[src/inc/fpg_pkg.sv]
package fpg_pkg;

	// ==========================================================
	// bus timing
	localparam int CLK_PERIOD_NS = 10;
	localparam int T_PHQV_NS     = 150;
	localparam int T_PHWL_NS     = 150;
	localparam int T_RD_NS       = 100;
	localparam int T_WP_NS       = 60;
	localparam int SYNC_CYC      = 3;
	// least times round up to whole cycles
	localparam int PHQV_CYC = (T_PHQV_NS + CLK_PERIOD_NS - 1) / CLK_PERIOD_NS;
	localparam int PHWL_CYC = (T_PHWL_NS + CLK_PERIOD_NS - 1) / CLK_PERIOD_NS;
	localparam int RD_CYC   = (T_RD_NS + CLK_PERIOD_NS - 1) / CLK_PERIOD_NS;
	localparam int WP_CYC   = (T_WP_NS + CLK_PERIOD_NS - 1) / CLK_PERIOD_NS;
	localparam int REC_CYC  = (PHQV_CYC > PHWL_CYC) ? PHQV_CYC : PHWL_CYC;
	localparam int CNT_W    = 8;

	// ==========================================================
	// command codes and status fields
	localparam logic [15:0] CMD_READ_ARRAY   = 16'h00FF;
	localparam int          SUPPLY_ERROR_BIT = 3;

	// ==========================================================
	// controller states, gray in declaration order
	typedef enum logic [2:0] {
		ST_PWRDN   = 3'b000,
		ST_RECOVER = 3'b001,
		ST_IDLE    = 3'b011,
		ST_RD      = 3'b010,
		ST_WR      = 3'b110,
		ST_HOLD    = 3'b111
	} fpg_state_type;

endpackage

[src/inc/fpg_sync_if.sv]
`timescale 1ns/1ns
interface fpg_sync_if #(parameter int W = 17);
	logic [W-1:0] pin_raw;
	// one driver per bit from the generate loop, so a net
	wire logic [W-1:0] pin_clean;
	modport sync (input pin_raw, output pin_clean);
	modport user (output pin_raw, input pin_clean);
endinterface

[src/design/fpg_pin_sync.sv]
`timescale 1ns/1ns
module fpg_pin_sync #(
	parameter int W = 17
) (
	input  wire logic  clk_i,
	input  wire logic  rst_i,
	fpg_sync_if.sync   pins
);
	import fpg_pkg::*;

	// ==========================================================
	// three stages; a bit moves only once stages two and three agree
	genvar g;
	generate
		for (g = 0; g < W; g++)
		begin : g_bit
			logic s1_ff;
			logic s2_ff;
			logic s3_ff;
			logic out_ff;
			always_ff @(posedge clk_i or posedge rst_i)
			begin
				if (rst_i)
				begin
					s1_ff  <= 1'b0;
					s2_ff  <= 1'b0;
					s3_ff  <= 1'b0;
					out_ff <= 1'b0;
				end
				else
				begin
					s1_ff <= pins.pin_raw[g];
					s2_ff <= s1_ff;
					s3_ff <= s2_ff;
					if (s2_ff == s3_ff)
						out_ff <= s3_ff;
				end
			end
			assign pins.pin_clean[g] = out_ff;
		end
	endgenerate

endmodule // fpg_pin_sync

[src/design/fpg_flash_host.sv]
`timescale 1ns/1ns
module fpg_flash_host
	import fpg_pkg::*;
#(
	parameter int ADDR_W = 20,
	parameter int DATA_W = 16
) (
	// clock and reset
	input  wire logic              CLK_SYS_I,
	input  wire logic              RST_I,
	// user request side
	input  wire logic              REQ_VALID_I,
	input  wire logic              REQ_WRITE_I,
	input  wire logic              REQ_ARRAY_I,
	input  wire logic [ADDR_W-1:0] REQ_ADDR_I,
	input  wire logic [DATA_W-1:0] REQ_WDATA_I,
	output logic                   REQ_READY_O,
	output logic                   RSP_VALID_O,
	output logic [DATA_W-1:0]      RSP_RDATA_O,
	output logic                   RSP_SUPPLY_ERR_O,
	output logic                   ABORT_O,
	// power control
	input  wire logic              PWRDN_REQ_I,
	input  wire logic              SUPPLY_OK_I,
	// flash pins
	output logic                   CE_N_O,
	output logic                   OE_N_O,
	output logic                   WE_N_O,
	output logic                   RESET_POWERDOWN_N_O,
	output logic [ADDR_W-1:0]      ADDR_O,
	output logic [DATA_W-1:0]      DQ_O,
	output logic                   DQ_OE_O,
	input  wire logic [DATA_W-1:0] DQ_I
);
	import fpg_pkg::*;

	// ==========================================================
	// pin synchroniser: data bus plus supply-good level
	fpg_sync_if #(.W(DATA_W + 1)) sif ();
	assign sif.pin_raw = {SUPPLY_OK_I, DQ_I};

	fpg_pin_sync #(.W(DATA_W + 1)) u_sync (
		.clk_i (CLK_SYS_I),
		.rst_i (RST_I),
		.pins  (sif.sync)
	);

	logic [DATA_W-1:0] dq_clean;
	logic              supply_ok;
	assign dq_clean  = sif.pin_clean[DATA_W-1:0];
	assign supply_ok = sif.pin_clean[DATA_W];

	// ==========================================================
	// state
	fpg_state_type     state_ff;
	logic [CNT_W-1:0]  cnt_ff;
	logic              array_mode_ff;
	logic              op_pending_ff;
	logic              pend_read_ff;
	logic              rd_array_ff;
	logic [ADDR_W-1:0] lat_addr_ff;
	logic              hold_rp;
	logic              need_ra;

	// supply swings and power-down requests keep the part in reset
	assign hold_rp = PWRDN_REQ_I | ~supply_ok;
	assign need_ra = ~REQ_WRITE_I & REQ_ARRAY_I & ~array_mode_ff;
	assign REQ_READY_O = (state_ff == ST_IDLE) & ~hold_rp;

	localparam logic [CNT_W-1:0] REC_LAST = CNT_W'(REC_CYC - 1);
	localparam logic [CNT_W-1:0] RD_LAST  = CNT_W'(RD_CYC + SYNC_CYC);
	localparam logic [CNT_W-1:0] WP_LAST  = CNT_W'(WP_CYC - 1);

	// ==========================================================
	// sequencer and pin drive
	always_ff @(posedge CLK_SYS_I or posedge RST_I)
	begin
		if (RST_I)
		begin
			state_ff            <= ST_PWRDN;
			cnt_ff              <= '0;
			RESET_POWERDOWN_N_O <= 1'b0;
			CE_N_O              <= 1'b1;
			OE_N_O              <= 1'b1;
			WE_N_O              <= 1'b1;
			DQ_OE_O             <= 1'b0;
			DQ_O                <= '0;
			ADDR_O              <= '0;
			lat_addr_ff         <= '0;
			pend_read_ff        <= 1'b0;
			rd_array_ff         <= 1'b0;
		end
		else if (hold_rp && state_ff != ST_PWRDN)
		begin
			// deep power-down drops any cycle in flight
			state_ff            <= ST_PWRDN;
			RESET_POWERDOWN_N_O <= 1'b0;
			CE_N_O              <= 1'b1;
			OE_N_O              <= 1'b1;
			WE_N_O              <= 1'b1;
			DQ_OE_O             <= 1'b0;
			pend_read_ff        <= 1'b0;
		end
		else
		begin
			case (state_ff)
				ST_PWRDN:
				begin
					if (!hold_rp)
					begin
						RESET_POWERDOWN_N_O <= 1'b1;
						cnt_ff              <= '0;
						state_ff            <= ST_RECOVER;
					end
				end
				ST_RECOVER:
				begin
					// no strobe until both recovery times pass
					cnt_ff <= cnt_ff + 1'b1;
					if (cnt_ff == REC_LAST)
						state_ff <= ST_IDLE;
				end
				ST_IDLE:
				begin
					cnt_ff <= '0;
					if (REQ_VALID_I)
					begin
						lat_addr_ff <= REQ_ADDR_I;
						rd_array_ff <= REQ_ARRAY_I;
						ADDR_O      <= REQ_ADDR_I;
						CE_N_O      <= 1'b0;
						if (REQ_WRITE_I || need_ra)
						begin
							// write pulse only with chip enable low
							WE_N_O       <= 1'b0;
							DQ_OE_O      <= 1'b1;
							DQ_O         <= need_ra ? CMD_READ_ARRAY
							                        : REQ_WDATA_I;
							pend_read_ff <= need_ra;
							state_ff     <= ST_WR;
						end
						else
						begin
							OE_N_O   <= 1'b0;
							state_ff <= ST_RD;
						end
					end
				end
				ST_RD:
				begin
					cnt_ff <= cnt_ff + 1'b1;
					if (cnt_ff == RD_LAST)
					begin
						// chip enable high puts the part in standby
						CE_N_O   <= 1'b1;
						OE_N_O   <= 1'b1;
						state_ff <= ST_HOLD;
					end
				end
				ST_WR:
				begin
					cnt_ff <= cnt_ff + 1'b1;
					if (cnt_ff == WP_LAST)
					begin
						// the part finishes its operation in standby
						WE_N_O   <= 1'b1;
						CE_N_O   <= 1'b1;
						state_ff <= ST_HOLD;
					end
				end
				ST_HOLD:
				begin
					// data held one cycle past the write edge
					DQ_OE_O <= 1'b0;
					cnt_ff  <= '0;
					if (pend_read_ff)
					begin
						pend_read_ff <= 1'b0;
						ADDR_O       <= lat_addr_ff;
						CE_N_O       <= 1'b0;
						OE_N_O       <= 1'b0;
						state_ff     <= ST_RD;
					end
					else
						state_ff <= ST_IDLE;
				end
				default:
					state_ff <= ST_PWRDN;
			endcase
		end
	end

	// ==========================================================
	// mirror of the device command decoder mode
	always_ff @(posedge CLK_SYS_I or posedge RST_I)
	begin
		if (RST_I)
		begin
			array_mode_ff <= 1'b1;
			op_pending_ff <= 1'b0;
			ABORT_O       <= 1'b0;
		end
		else
		begin
			ABORT_O <= 1'b0;
			if (!RESET_POWERDOWN_N_O)
			begin
				// device leaves reset in read-array mode
				array_mode_ff <= 1'b1;
				op_pending_ff <= 1'b0;
			end
			else if (hold_rp && state_ff != ST_PWRDN)
				ABORT_O <= op_pending_ff;
			else if (state_ff == ST_WR && cnt_ff == WP_LAST)
			begin
				array_mode_ff <= (DQ_O == CMD_READ_ARRAY);
				op_pending_ff <= (DQ_O != CMD_READ_ARRAY);
			end
		end
	end

	// ==========================================================
	// read answer; status reads expose the supply error bit
	always_ff @(posedge CLK_SYS_I or posedge RST_I)
	begin
		if (RST_I)
		begin
			RSP_VALID_O      <= 1'b0;
			RSP_RDATA_O      <= '0;
			RSP_SUPPLY_ERR_O <= 1'b0;
		end
		else
		begin
			RSP_VALID_O <= 1'b0;
			if (state_ff == ST_RD && cnt_ff == RD_LAST && !hold_rp)
			begin
				RSP_VALID_O      <= 1'b1;
				RSP_RDATA_O      <= dq_clean;
				RSP_SUPPLY_ERR_O <= ~rd_array_ff
				                  & dq_clean[SUPPLY_ERROR_BIT];
			end
		end
	end

	// ==========================================================
	// checks
	logic [CNT_W-1:0] since_rp_ff;
	always_ff @(posedge CLK_SYS_I or posedge RST_I)
	begin
		if (RST_I)
			since_rp_ff <= '0;
		else if (!RESET_POWERDOWN_N_O)
			since_rp_ff <= '0;
		else if (since_rp_ff != '1)
			since_rp_ff <= since_rp_ff + 1'b1;
	end

	AST_WE_NEEDS_CE: assert property (@(posedge CLK_SYS_I) disable iff (RST_I)
		!WE_N_O |-> !CE_N_O) else $error("write strobe without chip enable");
	AST_WR_RECOVERY: assert property (@(posedge CLK_SYS_I) disable iff (RST_I)
		$fell(WE_N_O) |-> since_rp_ff >= CNT_W'(PHWL_CYC)) else $error("write too soon after reset");
	AST_RD_RECOVERY: assert property (@(posedge CLK_SYS_I) disable iff (RST_I)
		RSP_VALID_O |-> since_rp_ff > CNT_W'(PHQV_CYC)) else $error("read too soon after reset");
	AST_RST_HOLDS_RP: assert property (@(posedge CLK_SYS_I) disable iff (1'b0)
		RST_I |-> !RESET_POWERDOWN_N_O) else $error("system reset left flash out of reset");
	AST_SUPPLY_RP: assert property (@(posedge CLK_SYS_I) disable iff (RST_I)
		!supply_ok |-> ##1 !RESET_POWERDOWN_N_O) else $error("reset not held in supply swing");
	AST_ARRAY_READ: assert property (@(posedge CLK_SYS_I) disable iff (RST_I)
		(state_ff == ST_RD && rd_array_ff) |-> array_mode_ff) else $error("array read outside read-array");
	AST_RA_CODE: assert property (@(posedge CLK_SYS_I) disable iff (RST_I)
		($rose(array_mode_ff) && $past(RESET_POWERDOWN_N_O)) |-> $past(DQ_O) == CMD_READ_ARRAY) else $error("array mode without command");

	COV_READ:    cover property (@(posedge CLK_SYS_I) disable iff (RST_I) RSP_VALID_O);
	COV_WRITE:   cover property (@(posedge CLK_SYS_I) disable iff (RST_I) $rose(WE_N_O));
	COV_AUTO_RA: cover property (@(posedge CLK_SYS_I) disable iff (RST_I) pend_read_ff && state_ff == ST_HOLD);
	COV_ABORT:   cover property (@(posedge CLK_SYS_I) disable iff (RST_I) ABORT_O);

endmodule // fpg_flash_host

[config.mk]
export PLATFORM = sky130hd
export DESIGN_NAME = fpg_flash_host
export DESIGN_NICKNAME = d
export VERILOG_FILES = /design/src/inc/fpg_pkg.sv /design/src/inc/fpg_sync_if.sv /design/src/design/fpg_pin_sync.sv /design/src/design/fpg_flash_host.sv
export SDC_FILE = /design/constraint.sdc
export NUM_CORES = 1
export LEC_CHECK = 0
export BUFFER_PORTS_ARGS = -buffer_cell sky130_fd_sc_hd__buf_2
export CAP_MARGIN = 40
export CORE_MARGIN = 1.5
export CORE_UTILIZATION = 59
export DETAILED_ROUTE_END_ITERATION = 6
export PLACE_DENSITY = 0.84
export SLEW_MARGIN = 25
export SYNTH_ARGS = -nofsm -noshare
export SYNTH_HDL_FRONTEND = slang
export SYNTH_SLANG_ARGS = --single-unit
[constraint.sdc]
create_clock -name CLK_SYS_I -period 8.8 [get_ports CLK_SYS_I]
set_input_delay 0.88 -clock CLK_SYS_I [delete_from_list [all_inputs] [get_ports CLK_SYS_I]]
set_output_delay 0.88 -clock CLK_SYS_I [all_outputs]
set_load 0.05 [all_outputs]
Word level (Yosys, flattened, before mapping)

Index checks and enable logic that the tools add are counted.

Shift operators: 0
Bitwise gates (word level): 11
Eq/ne operators: 41
$lt $le $gt $ge: 0
$add $sub $neg: 1
Div/mod/pow operators: 0
Muxes and demuxes: 49
Multipliers: 0
Reduce and logical (&&, ||, !) cells: 28

Operators with widths:

| kind                                                   | count |
|---|---|
| 2-to-1 mux 20 bit                                      | 2 |
| case mux 20 bit (2 select lines)                       | 1 |
| 2-to-1 mux 1 bit                                       | 30 |
| case mux 8 bit (3 select lines)                        | 1 |
| 2-to-1 mux 3 bit                                       | 7 |
| inequality test 3 bit, second input constant           | 6 |
| case mux 3 bit (6 select lines)                        | 1 |
| equality test 1 bit                                    | 17 |
| equality test 16 x 8 -> 1 bit, second input constant   | 1 |
| equality test 8 x 4 -> 1 bit, second input constant    | 2 |
| 2-to-1 mux 16 bit                                      | 1 |
| inequality test 16 x 8 -> 1 bit, second input constant | 1 |
| AND reduction 5 bit                                    | 3 |
| AND reduction 4 bit                                    | 3 |
| nonzero test 3 bit                                     | 4 |
| AND reduction 3 bit                                    | 3 |
| adder 8 x 1 -> 8 bit, second input constant            | 1 |
| equality test 8 x 3 -> 1 bit, second input constant    | 1 |
| 2-to-1 mux 8 bit                                       | 1 |
| inequality test 2 bit, second input constant           | 4 |
| equality test 3 x 2 -> 1 bit, second input constant    | 2 |
| equality test 3 bit, second input constant             | 2 |
| NOT 1 bit                                              | 6 |
| case mux 1 bit (2 select lines)                        | 3 |
| 18 further kinds                                       | 27 |

Logic and storage cells: 216
Bits in registers: 163
Bits in latches: 0
RAM bits: 0
Memories: 0
Bits in read-only memories: 0
Bits of input ports: 59
Output and inout port bits: 61

Logic depth before layout (Yosys ltp)

Depth in word-level cells: 8
Depth in mapped cells: 10
Mapped depth without buffers: 7

Hierarchy

From an unflattened synthesis, not the netlist that was laid out.

Cells, all modules: 465
Area, all modules: 6,332.3 um2

By module, submodules not included:

| module         | cells each | times used | sequential area each (um2) | area an instance (um2) |
|---|---|---|---|---|
| fpg_flash_host | 362        | 1          | 2,382.3                    | 4,307.9 |
| fpg_pin_sync   | 103        | 1          | 1,701.6                    | 2,024.4 |

Worst setup path after synthesis

No wires, ideal clock.

Path kind: in2reg
From: in PWRDN_REQ_I
To: reg lat_addr_ff[10]
Cell stages on the path: 8
Arrival: 2.704 ns
Buffers on the path: 3
Path slack: 5.971 ns
Path through: nor2b_1 -> buf_4 -> inv_1 -> nor3_2 -> and2_1 -> buf_2 -> buf_4 -> mux2_2

Cells in the longest elaborated chain, start to end: 4

Ends and longest elaborated chain:

| what                                 | line                  | source |
|---|---|---|
| from (decl)                          | fpg_flash_host.sv:23  | `input wire logic PWRDN_REQ_I,` |
| OR 1 bit                             | fpg_flash_host.sv:66  | `assign hold_rp = PWRDN_REQ_I \| ~supply_ok;` |
| logical AND 1 bit                    | fpg_flash_host.sv:93  | `else if (hold_rp && state_ff != ST_PWRDN)` |
| NOT 1 bit (no source line)           | -                     |  |
| AND reduction 3 bit (no source line) | -                     |  |
| to (signal assigned)                 | fpg_flash_host.sv:89  | `lat_addr_ff <= '0;` |
| to (signal assigned)                 | fpg_flash_host.sv:128 | `lat_addr_ff <= REQ_ADDR_I;` |
| to (decl)                            | fpg_flash_host.sv:61  | `logic [ADDR_W-1:0] lat_addr_ff;` |

Every way passes these cells.
A chain may end at the register's enable or synchronous reset.

Worst setup path after layout

From: in PWRDN_REQ_I
To: out REQ_READY_O

Cells in the longest elaborated chain, start to end: 3

Ends and longest elaborated chain:

| what      | line                 | source |
|---|---|---|
| OR 1 bit  | fpg_flash_host.sv:66 |  |
| NOT 1 bit | fpg_flash_host.sv:68 | `assign REQ_READY_O = (state_ff == ST_IDLE) & ~hold_rp;` |
| AND 1 bit | fpg_flash_host.sv:68 |  |
| to (decl) | fpg_flash_host.sv:17 | `output logic REQ_READY_O,` |

Every way passes these cells.

==> results by group <==
Final layout
  • Nets: 658
  • Layout cells sized above 1: 32.6%
  • Area delta synth->final: 20.6%
  • Ant diodes: 0

Logic synthesis
  • Seq/Total Area, Yosys: 66.5%
  • Netlist cell types: 52
  • Syn_nets: 538
  • Synth Area in Simple Gates: 10.9%
  • Largest family of logic cells by synthesized area: simple AND/OR/NAND/NOR gates
  • Primary FF master, synth: dfrtp_1
  • Mux share of post-synthesis cell area: 8.01%
  • Xor and xnor area share after synthesis: 0.713%
  • Async SR Flop Fraction: 100%
  • Ys Warns: 0
  • Syn Inst Count: 475
  • Syn Std Cell Area: 0.00614 mm^2
  • Yosys reg bits: 163
  • Number of flops mapped to enable cells by yosys: 0
  • Syn Area/Cell: 12.9 um^2
  • Synth Area in Adders: 3.59%
  • Synth Area in Compound Gates: 7.82%

Global routing
  • Number of global-route vias before repair: 4,281
  • First-pass GRT wire length: 21,400 um
  • Initial antenna violation count: 0
  • Overflow after GRT: 0
  • GRT Overall Usage: 25.5%
  • Largest net degree at the start of global routing: 83

Worst setup path
  • CP Capture Type: output pin
  • Largest fanout on the critical path: 13
  • Crit path kind: input pin to output pin
  • Register-to-Register Path Depth: 6
  • Startpoint Class: input pin
  • Data required, critical path: 7920 ps
  • WP data arrival: 2330 ps

Clock tree
  • CTS tree: yes
  • Worst-skew pair later-pin latency: 520 ps
  • CTS root buf: clkbuf_8
  • Clock buffer depth: 2
  • Hold Buf Count CTS: 0
  • H-Tree Depth: 4
  • CTS buffer count: 17
  • Postcts setup bufs: 0
  • Clk sinks: 163
  • Worst-path clk slew: 60 ps
  • CTS resizes: 0

Pwr
  • Combinational power share: 23.5%
  • Net Switching: 0.000706 W
  • Leakage: 3.85 nW
  • Sw Ratio: 33.2%
  • Pwr Density: 288 mW/mm^2
  • Flop pwr share: 43.8%
  • Internal cell power: 0.00142 W
  • Worst vdd ir: 0.189 mV
  • Share of total power in the clock network: 32.7%

STA
  • Unrepaired setup endpoints after global routing: false
  • Tightest Pin Transition: 709 ps
  • Final setup viols: 0
  • Skew final: 9.03 ps
  • Count of final hold-check violations: 0
  • Tmin final: 3210 ps
  • Slew headroom: 52.4%
  • Period utilisation layout: 36.5%
  • Worst hold slack: 352 ps
  • Fin. max-slew vios: 0
  • Fmax: 311 MHz
  • Setup TNS: 0 ps

Run status
  • Status: complete, no violations

Place
  • Gpl congestion: 0.905
  • PortBufs: 119
  • Post-DP HPWL: 8640 um

Floorplanning
  • Site Rows: 37
  • Ports: 120
  • Full die area: 0.0110 mm^2
  • Core area: 0.0102 mm^2
  • Die width: 105 um
  • Initial Util: 60.0%
  • Die height: 105 um

Route
  • Residual DRC: 0
  • Vias after detailed routing: 4,145
  • Post-route ant nets: 0
  • 1st-pass router iterations: 6
  • Drt initial violations: 374
  • DR vias/cell: 5.57
  • Routed len/inst: 17.4 um
  • DRT Wirelength: 13,000 um

Min path
  • Hold Crit Class: flip-flop to flip-flop
  • Worst hold path depth: 0

Run
  • MaxCap Viol Count: 0
kinds of logic after synthesis:
logic type / after synthesis
simple gates: 137
buf+inv: 30
mux: 46
flops: 163
xor+xnor: 5
fa+ha+maj: 21
compound gates: 73
worst max-delay path, stage by stage:
cell and delay, ps:
buf_2 90, nor2b_1 410, inv_1 330, nor3_2 290, buf_2 320
per-layer routing:
metal  up-vias  GRT usage, %  part of all wire (%)
li1       1879             -                     -
met2       179          40.7                    49
met3        16          7.42                   7.0
met4         0          9.98                   1.3
met1      2071          33.1                    42
met5         -             0                     0
sequential cells by signal, indices dropped and copies added (netlist names), 3 cells and up:
signal,flops
u_sync.g_bit.s3_ff,17
state_ff,3
u_sync.g_bit.out_ff,17
u_sync.g_bit.s1_ff,17
u_sync.g_bit.s2_ff,17
RSP_RDATA_O,16
DQ_O,16
lat_addr_ff,20
ADDR_O,20
cnt_ff,8
final timing paths:
path	to	start	slack, ps
worst max-delay path	REQ_READY_O	PWRDN_REQ_I	5590
worst min-delay path	u_sync.g_bit[9].s2_ff	u_sync.g_bit[9].s1_ff	350
worst max register to register	DQ_O[1]	u_sync.g_bit[16].out_ff	5900
worst min register to register	u_sync.g_bit[9].s2_ff	u_sync.g_bit[9].s1_ff	350
max in group asynchronous	OE_N_O	RST_I	7000
min in group asynchronous	u_sync.g_bit[15].s2_ff	RST_I	470
area by class of cell:
cell class,count,area (um^2)
repair buffers,123,638
well taps,136,170
flip-flops and latches,163,4080
clock buffers,23,477
multi-input cells,282,1910
clock inverters,9,92.6
inverters,8,35.0
fillers,708,2830
placed cells by master, fill, tap and decap left out, types with 3 or more instances in the layout:
cell type	synthesis	routed
a21oi_1	12	12
a22o_1	8	8
a31oi_1	3	3
and3_2	3	3
buf_2	8	119
buf_4	4	3
clkbuf_16	0	16
clkbuf_8	0	5
clkinv_4	0	3
dfrtp_1	159	159
dfstp_2	4	4
ha_1	4	4
inv_1	8	7
inv_6	0	4
maj3_1	17	17
mux2_2	25	25
mux2i_1	21	21
nand2_1	82	81
nand3_1	6	6
nand4_1	4	4
nor2_1	10	10
nor2b_1	5	5
nor3_1	3	3
o21ai_0	26	26
o22a_1	8	8
o22ai_1	3	3
or4_1	3	3
xor2_1	5	5
power by group through the flow:
stage | Clock [W] | Sequential [W] | Combinational (W)
after floorplan | 0 | 0.00109 | 0.000215
after global placement | 0 | 0.000933 | 0.000477
after detailed placement | 0 | 0.000941 | 0.000497
after CTS | 0.000710 | 0.000930 | 0.000500
after global routing | 0.000743 | 0.000943 | 0.000538
final | 0.000697 | 0.000932 | 0.000501
synth_stat cells, types with 4 or more instances:
cell / instances / area, um^2
clkbuf_1: 5 / 18.8
nand4_1: 4 / 25.0
nand3_1: 6 / 30.0
maj3_1: 17 / 170
o22a_1: 8 / 70.1
xor2_1: 5 / 43.8
o21ai_0: 26 / 130
a22o_1: 8 / 70.1
mux2i_1: 21 / 210
buf_2: 8 / 40.0
buf_4: 4 / 30.0
dfrtp_1: 159 / 3980
dfstp_2: 4 / 105
nor2_1: 10 / 37.5
ha_1: 4 / 50.1
nand2_1: 82 / 308
mux2_2: 25 / 282
nor2b_1: 5 / 31.3
inv_1: 8 / 30.0
a21oi_1: 12 / 60.1
per-stage QoR:
stage | std cells | util, % | cell area (um^2) | power [W] | worst slack [ps]
after floorplan | 475 | - | 6140 | 0.00130 | 3520
after global placement | 711 | 66.6 | 6810 | 0.00141 | 5070
after detailed placement | 712 | 66.8 | 6840 | 0.00144 | 5390
after CTS | 744 | 72.4 | 7400 | 0.00214 | 5640
after global routing | 744 | 72.4 | 7400 | 0.00222 | 5450
final | 744 | 72.4 | 7400 | 0.00213 | 5590
Power figures use the tool's default switching activity.
